`config.mk`:
```
export PLATFORM = sky130hd
export DESIGN_NAME = prom_programmer
export DESIGN_NICKNAME = d
export VERILOG_FILES = /design/src/hdl/prom_prog_pkg.sv /design/src/hdl/skid_buffer.sv /design/src/hdl/prom_programmer.sv
export SDC_FILE = /design/constraint.sdc
export NUM_CORES = 1
export LEC_CHECK = 0
export ABC_AREA = 1
export BUFFER_PORTS_ARGS = -buffer_cell sky130_fd_sc_hd__buf_2
export CORE_UTILIZATION = 55
export CTS_CLUSTER_DIAMETER = 150
export DETAILED_ROUTE_END_ITERATION = 10
export HOLD_SLACK_MARGIN = 0.08
export PLACE_DENSITY = 0.77
export SLEW_MARGIN = 20
export SYNTH_ARGS = -nofsm -noshare
export SYNTH_HDL_FRONTEND = slang
export SYNTH_HIERARCHICAL = 1
export SYNTH_SLANG_ARGS = --single-unit
```
`constraint.sdc`:
```
create_clock -name clk -period 3.25 [get_ports clk]
set_input_delay 0.1625 -clock clk [delete_from_list [all_inputs] [get_ports clk]]
set_output_delay 0.1625 -clock clk [all_outputs]
set_load 0.05 [all_outputs]
```
`src/hdl/prom_prog_pkg.sv`:
```
package prom_prog_pkg;

  // Address and data widths and page size of the programming port
  localparam int ADDR_W = 17;
  localparam int DATA_W = 8;
  localparam int PAGE_BYTES = 4;
  // Bottom and top of the programmable range
  localparam logic [16:0] ADDR_FIRST = 17'h0_0000;
  localparam logic [16:0] ADDR_LAST = 17'h0_EFFF;
  // Retry ceiling per byte job or per whole page
  localparam logic [3:0] MAX_TRIES = 4'hA;
  // Clock and timing
  localparam int CLK_PERIOD_PS = 25000;
  localparam int PULSE_NS = 100000;
  localparam int PULSE_CYC = (PULSE_NS * 1000) / CLK_PERIOD_PS;
  localparam int SETUP_NS = 1000;
  localparam int SETUP_CYC = (SETUP_NS * 1000 + CLK_PERIOD_PS - 1) / CLK_PERIOD_PS;
  localparam int ACCESS_NS = 200;
  localparam int ACCESS_CYC = (ACCESS_NS * 1000 + CLK_PERIOD_PS - 1) / CLK_PERIOD_PS;

  // Supply level requests
  typedef enum logic [1:0] {
    SUP_OFF,
    SUP_READ,
    SUP_PROG
  } supply_e;

  // Operation requested by the user side
  typedef enum logic [1:0] {
    OP_READ,
    OP_BYTE,
    OP_PAGE
  } op_e;

  // A command word
  typedef struct packed {
    op_e op;
    logic [16:0] addr;
    logic [16:0] last;
    logic [31:0] data;
  } cmd_s;

  // A result word
  typedef struct packed {
    logic [16:0] addr;
    logic [7:0] data;
    logic fail;
  } res_s;

endpackage

```
`src/hdl/skid_buffer.sv`:
```
`timescale 1ns/100ps
// Two-entry buffer so the result path never drops a word
module skid_buffer
  import prom_prog_pkg::*;
#(
  parameter int WIDTH = 26,
  parameter int DEPTH = 2
) (
  input wire logic clk,
  input wire logic rst_n,
  input wire logic inValid,
  output logic inReady,
  input wire logic [WIDTH-1:0] inData,
  output logic outValid,
  input wire logic outReady,
  output logic [WIDTH-1:0] outData
);
  // Only the two-entry form is built; one pointer bit per side
  if (DEPTH != 2 || WIDTH < 1) begin : g_bad_shape
    $error("skid_buffer supports depth 2 only");
  end

  logic [WIDTH-1:0] mem [DEPTH];
  logic wrPtr;
  logic rdPtr;
  logic [1:0] count;
  wire doWrite = inValid && inReady;
  wire doRead = outValid && outReady;

  // Full and empty follow the occupancy count
  assign inReady = (count != 2'd2);
  assign outValid = (count != 2'd0);
  assign outData = mem[rdPtr];

  // Pointer and count upkeep
  always_ff @(posedge clk or negedge rst_n) begin
    if (!rst_n) begin
      wrPtr <= 1'b0;
      rdPtr <= 1'b0;
      count <= 2'd0;
    end else begin
      wrPtr <= wrPtr ^ doWrite;
      rdPtr <= rdPtr ^ doRead;
      count <= count + {1'b0, doWrite} - {1'b0, doRead};
    end
  end

  // Storage, no reset needed
  always_ff @(posedge clk) begin
    if (doWrite) begin
      mem[wrPtr] <= inData;
    end
  end
endmodule // skid_buffer

```
`src/hdl/prom_programmer.sv`:
```
`timescale 1ns/100ps
// Function
// [RULE1] Supply raised, reset low before access
// [RULE2] Enable and output low reads byte
// [RULE3] Output strobe high floats data lines
// [RULE4] Enable high means standby, data floats
// [RULE5] Enable, program high, output low latch
// [RULE6] Page written by one timed pulse
// [RULE7] Byte written with enable low pulse
// [RULE8] Verify read after each write
// [RULE9] Retry write and verify, ten maximum
// [RULE10] Program strobe high inhibits write
// [RULE11] Write only addresses zero to top
// [RULE12] Advance address after verified location
// [RULE13] Final full verify at read supply
// [RULE14] Read: reset low, address, then strobes
// [RULE15] Main supply first on, last off
// [RULE16] Program strobe selects write or inhibit
module prom_programmer
  import prom_prog_pkg::*;
#(
  parameter int PULSE_CYCLES = PULSE_CYC,
  parameter int RESULT_DEPTH = 2
) (
  input wire logic clk,
  input wire logic rst_n,
  input wire logic cmdValid,
  output logic cmdReady,
  input wire cmd_s cmd,
  output logic resValid,
  input wire logic resReady,
  output res_s res,
  output logic busy,
  output logic mainSupplyOn,
  output logic progSupplyOn,
  output logic progSupplyHigh,
  output logic partReset_n,
  output logic [16:0] prog_address_inputs,
  output logic [7:0] prog_data_lines_out,
  output logic prog_data_lines_oe_n,
  input wire logic [7:0] prog_data_lines_in,
  output logic enable_n,
  output logic output_n,
  output logic program_pulse_n
);
  // The step timer is sixteen bits wide
  if (PULSE_CYCLES < 1 || PULSE_CYCLES > 65535) begin : g_bad_pulse
    $error("PULSE_CYCLES must fit the step timer");
  end
  if (RESULT_DEPTH != 2) begin : g_bad_depth
    $error("RESULT_DEPTH must be 2");
  end

  typedef enum {
    S_IDLE, S_MAIN_ON, S_VPP_ON, S_LATCH, S_LATCH_END, S_PULSE, S_PULSE_END,
    S_VERIFY, S_CHECK, S_NEXT, S_FINAL_SUP, S_FINAL_RD, S_FINAL_CHK, S_EMIT,
    S_VPP_OFF, S_MAIN_OFF
  } state_e;

  state_e state;
  cmd_s job;
  logic [16:0] addr;
  logic [16:0] pageBase;
  logic [1:0] pageIdx;
  logic [3:0] tries;
  logic [15:0] timer;
  logic [7:0] sample;
  logic failed;
  logic finalPass;
  logic bufReady;
  res_s resIn;

  // Helper terms for decoding the job
  wire isPage = (job.op == OP_PAGE);
  wire isRead = (job.op == OP_READ);
  wire timerDone = (timer == 16'h0000);
  wire [7:0] expected = job.data[8*pageIdx +: 8];
  wire [16:0] lastAddr = (job.last > ADDR_LAST) ? ADDR_LAST : job.last; // [RULE11]
  wire atLast = (addr >= lastAddr);
  wire pageFull = (pageIdx == 2'd3);
  // Byte and read jobs end after one location, pages at their end
  wire lastOfJob = atLast || pageFull || !isPage;
  // Judge the incoming word, not the job still held from before
  wire cmdOk = (cmd.op == OP_READ) || (cmd.addr <= ADDR_LAST); // [RULE11]
  // A refused job never powers or selects the part
  wire jobOk = isRead || (job.addr <= ADDR_LAST); // [RULE11]

  assign cmdReady = (state == S_IDLE);
  assign busy = (state != S_IDLE);

  // Main sequencer; every step waits on the timer
  always_ff @(posedge clk or negedge rst_n) begin
    if (!rst_n) begin
      state <= S_IDLE;
      job <= '0;
      addr <= 17'h0_0000;
      pageBase <= 17'h0_0000;
      pageIdx <= 2'd0;
      tries <= 4'h0;
      timer <= 16'h0000;
      sample <= 8'h00;
      failed <= 1'b0;
      finalPass <= 1'b0;
    end else begin
      if (!timerDone) begin
        timer <= timer - 16'h0001;
      end else begin
        case (state)
          S_IDLE: begin
            if (cmdValid) begin
              job <= cmd;
              addr <= cmd.addr;
              pageBase <= cmd.addr;
              pageIdx <= 2'd0;
              tries <= 4'h0;
              failed <= !cmdOk;
              finalPass <= 1'b0;
              state <= cmdOk ? S_MAIN_ON : S_EMIT;
              timer <= 16'(SETUP_CYC);
            end
          end
          S_MAIN_ON: begin // [RULE15]
            state <= S_VPP_ON;
            timer <= 16'(SETUP_CYC);
          end
          S_VPP_ON: begin // [RULE1]
            state <= isRead ? S_FINAL_RD : (isPage ? S_LATCH : S_PULSE);
            timer <= (isPage || isRead) ? 16'(ACCESS_CYC) : 16'(PULSE_CYCLES);
            if (!isPage && !isRead) begin
              tries <= tries + 4'h1;
            end
          end
          S_LATCH: begin // [RULE5]
            state <= S_LATCH_END;
            timer <= 16'(SETUP_CYC);
          end
          S_LATCH_END: begin
            if (pageFull || atLast) begin
              state <= S_PULSE;
              timer <= 16'(PULSE_CYCLES);
              tries <= tries + 4'h1;
            end else begin
              addr <= addr + 17'h0_0001;
              pageIdx <= pageIdx + 2'd1;
              state <= S_LATCH;
              timer <= 16'(ACCESS_CYC);
            end
          end
          S_PULSE: begin // [RULE6] [RULE7]
            state <= S_PULSE_END;
            timer <= 16'(SETUP_CYC);
            if (isPage) begin
              addr <= pageBase;
              pageIdx <= 2'd0;
            end
          end
          S_PULSE_END: begin
            state <= S_VERIFY;
            timer <= 16'(ACCESS_CYC);
          end
          S_VERIFY: begin // [RULE8]
            sample <= prog_data_lines_in;
            state <= S_CHECK;
          end
          S_CHECK: begin
            if (sample != expected) begin
              if (tries == MAX_TRIES) begin // [RULE9]
                failed <= 1'b1;
                state <= S_FINAL_SUP;
              end else begin
                addr <= pageBase;
                pageIdx <= 2'd0;
                state <= isPage ? S_LATCH : S_PULSE;
                timer <= isPage ? 16'(ACCESS_CYC) : 16'(PULSE_CYCLES);
                tries <= isPage ? tries : tries + 4'h1;
              end
            end else begin
              state <= S_NEXT;
            end
          end
          S_NEXT: begin // [RULE12]
            if (lastOfJob) begin
              state <= S_FINAL_SUP;
              timer <= 16'(SETUP_CYC);
            end else begin
              addr <= addr + 17'h0_0001;
              pageIdx <= pageIdx + 2'd1;
              state <= S_VERIFY;
              timer <= 16'(ACCESS_CYC);
            end
          end
          S_FINAL_SUP: begin // [RULE13]
            addr <= job.addr;
            pageIdx <= 2'd0;
            finalPass <= 1'b1;
            state <= S_FINAL_RD;
            timer <= 16'(ACCESS_CYC);
          end
          S_FINAL_RD: begin // [RULE14]
            sample <= prog_data_lines_in;
            state <= isRead ? S_EMIT : S_FINAL_CHK;
          end
          S_FINAL_CHK: begin
            if (sample != expected) begin
              failed <= 1'b1;
            end
            if (lastOfJob) begin
              state <= S_EMIT;
            end else begin
              addr <= addr + 17'h0_0001;
              pageIdx <= pageIdx + 2'd1;
              state <= S_FINAL_RD;
              timer <= 16'(ACCESS_CYC);
            end
          end
          S_EMIT: begin
            if (bufReady) begin
              state <= jobOk ? S_VPP_OFF : S_IDLE;
              timer <= jobOk ? 16'(SETUP_CYC) : 16'h0000;
            end
          end
          S_VPP_OFF: begin // [RULE15]
            state <= S_MAIN_OFF;
            timer <= 16'(SETUP_CYC);
          end
          S_MAIN_OFF: begin
            state <= S_IDLE;
          end
          default: state <= S_IDLE;
        endcase
      end
    end
  end

  // Pin drive decode from state
  wire inLatch = (state == S_LATCH) || (state == S_LATCH_END);
  wire inPulse = (state == S_PULSE);
  wire inRead = (state == S_VERIFY) || (state == S_FINAL_RD) || (state == S_CHECK);
  wire inWriteWin = inLatch || inPulse || (state == S_PULSE_END);
  wire suppliesUp = jobOk && (state != S_IDLE) && (state != S_MAIN_OFF)
    && (state != S_MAIN_ON);
  wire mainUp = jobOk && (((state != S_IDLE) && (state != S_MAIN_OFF))
    || ((state == S_MAIN_OFF) && !timerDone));
  wire highLevel = !isRead && !finalPass && suppliesUp && (state != S_VPP_OFF)
    && (state != S_EMIT);

  // Registered pin outputs keep glitches off the strobes
  always_ff @(posedge clk or negedge rst_n) begin
    if (!rst_n) begin
      mainSupplyOn <= 1'b0;
      progSupplyOn <= 1'b0;
      progSupplyHigh <= 1'b0;
      partReset_n <= 1'b1;
      prog_address_inputs <= 17'h0_0000;
      prog_data_lines_out <= 8'h00;
      prog_data_lines_oe_n <= 1'b1;
      enable_n <= 1'b1;
      output_n <= 1'b1;
      program_pulse_n <= 1'b1;
    end else begin
      mainSupplyOn <= mainUp; // [RULE15]
      progSupplyOn <= suppliesUp && (state != S_VPP_OFF); // [RULE1]
      progSupplyHigh <= highLevel;
      partReset_n <= (state == S_IDLE) || !jobOk; // [RULE1]
      prog_address_inputs <= addr; // [RULE14]
      prog_data_lines_out <= expected;
      prog_data_lines_oe_n <= !((inLatch && isPage) || (inPulse && !isPage)); // [RULE3]
      enable_n <= !(inRead || (inPulse && !isPage) || (inWriteWin && !isPage)); // [RULE4]
      output_n <= !(inRead || inLatch); // [RULE2] [RULE5]
      program_pulse_n <= !(inPulse && timerDone == 1'b0); // [RULE10] [RULE16]
    end
  end

  // Result word formed from the tracked state
  assign resIn = '{addr: job.addr, data: sample, fail: failed};

  // Results pass a two-entry buffer so a slow reader loses nothing
  skid_buffer #(
    .WIDTH($bits(res_s)),
    .DEPTH(RESULT_DEPTH)
  ) resultBuf (
    .clk(clk),
    .rst_n(rst_n),
    .inValid((state == S_EMIT) && timerDone),
    .inReady(bufReady),
    .inData(resIn),
    .outValid(resValid),
    .outReady(resReady),
    .outData(res)
  );
endmodule // prom_programmer

```
==> impl_summary.log <==
[metrics] number of endpoints failing setup at the final stage: 0
[metrics] family with the most delay on the worst path: simple AND/OR/NAND/NOR gates
[metrics] Num CTS Buffers: 23
[metrics] placed cell areas: roughly 11000 µm²
[metrics] Peak Freq: around 350 MHz
[metrics] ratio of final minimum period to clock period: 0.891
[metrics] launching element of the worst setup path: job[44]
[metrics] path class of the lowest-slack min-delay path: primary input to asynchronous set/reset pin
[metrics] Seq cells post-synth: 210
[metrics] drt total wl: roughly 27000 µm
[metrics] PwrDens: between 500 and 600 nW/µm²
[metrics] clock sinks: 210
[metrics] Critical Path Source Type: flip-flop
[metrics] run status: finished clean
[metrics] combined area of the multi-input logic cells: 4200 µm²
[metrics] clk_lat worst skew: around 0.5 ns
[metrics] via count normalized by instance count: ~5.2
[metrics] Max Buffers Root-to-Sink: 3
[metrics] placer's final routability congestion estimate: between 0.9 and 1
[metrics] worst clock skew: 0.0205 ns
[metrics] Synth Flop Type: dfrtp_1
[metrics] number of max-capacitance violations reported: 0
[metrics] vertical extent of the die: 139 µm
[metrics] average detailed-routed wire length per instance: 15.7 µm
[metrics] CP Max Fanout: 14
[metrics] Critical Setup Path Class: flip-flop to flip-flop
[metrics] Die Wd: roughly 140 µm
[metrics] NetSw: between 2 and 2.5 mW
[metrics] flop-to-flop setup slack: roughly 0.36 ns
[metrics] number of warnings printed during yosys synthesis: 6
[metrics] switching part of the total power: 0.316
[metrics] number of antenna cells inserted: 0
[metrics] unrepaired setup endpoints after global routing: false
[metrics] Crit Reg-Reg Startpoint: job[44]
[metrics] worst vdd ir: between 300 and 400 µV
[metrics] relative contribution of combinational cells to total power: 0.208
[metrics] leftover overflow at the end of global routing: 0
[metrics] post-CTS setup buffers: 0
[metrics] Detail Placement HPWL: approximately 18000 µm
[metrics] number of pins with negative max-slew slack in the final report: 0
[metrics] Required @ worst endpoint: between 3 and 4 ns
[metrics] mapped cell area: about 10000 µm²
[metrics] Total Power Consumption: approximately 7.0 mW
[metrics] buffers and inverters on the worst path: 2
[metrics] Filler Cell Count: roughly 1400
[metrics] total count of hold-check failures in the final report: 0
[metrics] number of top-level design ports: ~140
[metrics] site row count: 49
[metrics] PortBufs: roughly 140
[metrics] via count of the first global-routing pass: 8530
[metrics] commonest cells in the synthesized netlist: 514 x nand2_1, 153 x dfrtp_1, 95 x inv_1
[metrics] min cycle time layout: around 2.9 ns
[metrics] Total Die Area: 19400 µm²
[metrics] data arrival time at the worst-slack endpoint: around 3.3 ns
[metrics] ratio of cells with drive above 1 in the final layout: 0.188
[metrics] detailed-route DRC error count: 0
[metrics] Root Buffer: clkbuf_16
[metrics] sequential share of power: 0.413
[metrics] library cell with the largest summed area after synthesis: dfrtp_1
[metrics] final setup TNS: 0 ns
[metrics] Crit path largest cell delay: around 0.4 ns
[metrics] number of enable flip-flop cells after synthesis: 52
[metrics] Starting DRT DRC Count: 634
[metrics] wire length of the first global-routing pass: roughly 43000 µm
[metrics] Max stage delay cell, worst path: dfrtp_1
[metrics] # nets final: between 1500 and 2000
[metrics] critical-path cell list: nand2_1 -> nor2_1 -> nor2_1 -> inv_2 -> or2_2 -> ha_1 -> nand2_1 -> nor2_1 -> nand2_1 -> nor2_1 -> nand2_1 -> nand4_1 -> nor2_1 -> o21ai_1 -> nor2_2 -> buf_4 -> nand3_1 -> nand2_1
[metrics] GRT Resource Usage Total: 0.282
[metrics] Clock H-tree levels: 1
[metrics] crit path capture type: flip-flop
[metrics] biggest area contributors in the synthesized netlist: dfrtp_1 37%, nand2_1 19%, edfxtp_1 15%
[metrics] gate count after technology mapping: about 1200
[metrics] clock tree from TritonCTS: built
[metrics] area share of the largest cell type after synthesis: 0.369
[metrics] worst slew margin relative to its limit: 0.293
[metrics] share of flip-flops with an asynchronous set or reset: 0.752
[metrics] unique cell type count in the Yosys netlist: 51
[metrics] portion of the post-synthesis area used by sequential elements: 0.531
[metrics] post-route standard cell area excluding fillers: roughly 13000 µm²
[metrics] mean instance size in the synthesized netlist: between 8 and 9 µm²
[metrics] initial core utilization: 0.571
[metrics] area of the placeable core: approximately 18000 µm²
[metrics] Reg clk slew, reported paths: 0.07 ns
[metrics] internal portion of total power: approximately 4.8 mW
[metrics] transition time of the tightest slew-check pin: approximately 1.1 ns
[metrics] Hold Worst Slack: about 0.21 ns
[metrics] leak pwr: between 6 and 7 nW
[metrics] routed vias: 8858
[metrics] pin count of the biggest net entering global routing: slightly below 80
[metrics] sequential standard cell area: between 5000 and 6000 µm²
[metrics] antenna violation net count after detailed routing: 0
[metrics] initial antenna violation count: 0
[metrics] clock share of power: 0.379
[metrics] cell with the most instances after synthesis: nand2_1
[metrics] total iterations of the first detailed-routing run: 5
[metrics] nets in the synthesized netlist: 1324
[metrics] area growth from synthesis to layout: 23.5%
power groups by stage:
stage               Clock [mW]  Sequential (mW)  Combinational [mW]
floorplan                    0             2.94                1.03
global placement             0             2.94                1.37
detailed placement           0             2.95                1.39
CTS                       2.69             2.90                1.46
global route              2.79             2.91                1.58
finish                    2.66             2.90                1.46
worst paths after layout:
| check | depth (start not counted) | to |
|---|---|---|
| setup / recovery | 18 | addr[6] |
| hold / removal | 2 | pageBase[13] |
| setup reg to reg | 18 | addr[6] |
| hold reg to reg | 2 | job[8] |
| max in group asynchronous | 3 | output_n |
| min in group clk | 6 | failed |
sequential cells by signal (all words and copies together), names as in the netlist, 2 cells and up:
name,count
sample,8
pageIdx,2
state,4
pageBase,17
timer,16
resultBuf/mem,52
prog_data_lines_out,8
prog_address_inputs,17
job,51
resultBuf/count,2
tries,4
addr,17
layout make-up:
cell class | count | share of cell area
Inverter | 111 | 0.0335
Tap cell | 229 | 0.0223
Multi-Input combinational cell | 866 | 0.327
Clock inverter | 10 | 0.0103
Timing Repair Buffer | 234 | 0.126
Sequential cell | 210 | 0.430
Clock buffer | 31 | 0.0498
per-layer routing:
layer / vias up / routed length [µm] / GRT usage / share of wire
li1: 4336 / - / - / -
met1: 4161 / 11600 / 0.383 / 0.44
met2: 305 / 12500 / 0.475 / 0.47
met3: 56 / 1790 / 0.0420 / 0.068
met4: 0 / 595 / 0.0749 / 0.022
met5: - / 0 / 0 / 0
through the flow:
stage / setup WS, ns / cells / util
floorplan: 0.415 / 1219 / -
finish: 0.356 / 1691 / 0.704
global placement: 0.458 / 1572 / 0.619
detailed placement: 0.342 / 1572 / 0.619
global route: 0.129 / 1691 / 0.704
CTS: 0.283 / 1691 / 0.704
cell families (layout without fill, tap and decap cells):
kind of cell               Yosys count  after routing  share of synthesized area
adders and majority gates           25             25                     0.0301
buffers and inverters              143            386                     0.0648
other                                1              1                   0.000361
and+or+nand+nor                    732            732                      0.301
muxes                                8              8                    0.00867
xor gates and xnor gates            19             19                     0.0160
DFF                                210            210                      0.531
AOI/OAI and AO/OA                   81             81                     0.0472
timing repair:
action                                  CTS  global route
hold buffers                             78             0
gates resized for setup                   0             1
endpoints found under the setup margin    0             1
hold endpoints to repair                141             0
cells in the final DEF, fill, tap and decap left out, drive strengths merged, types with 2 or more instances in the layout:
cell / instances
dlygate4sd3: 78
nor4: 5
clkinv: 4
clkbuf: 31
buf: 156
xor2: 12
xnor2: 7
dfrtp: 153
nand3b: 4
edfxtp: 52
clkinvlp: 2
a21oi: 15
ha: 25
a31oi: 3
a22oi: 6
nor2: 96
o221ai: 4
o21ai: 35
nor3: 14
nand2: 522
o22ai: 2
bufinv: 3
o211ai: 8
mux2: 8
nand3: 80
nand4: 5
a211oi: 2
dfstp: 5
or2: 5
inv: 112
Note: power is estimated with default switching activity, not from simulation.
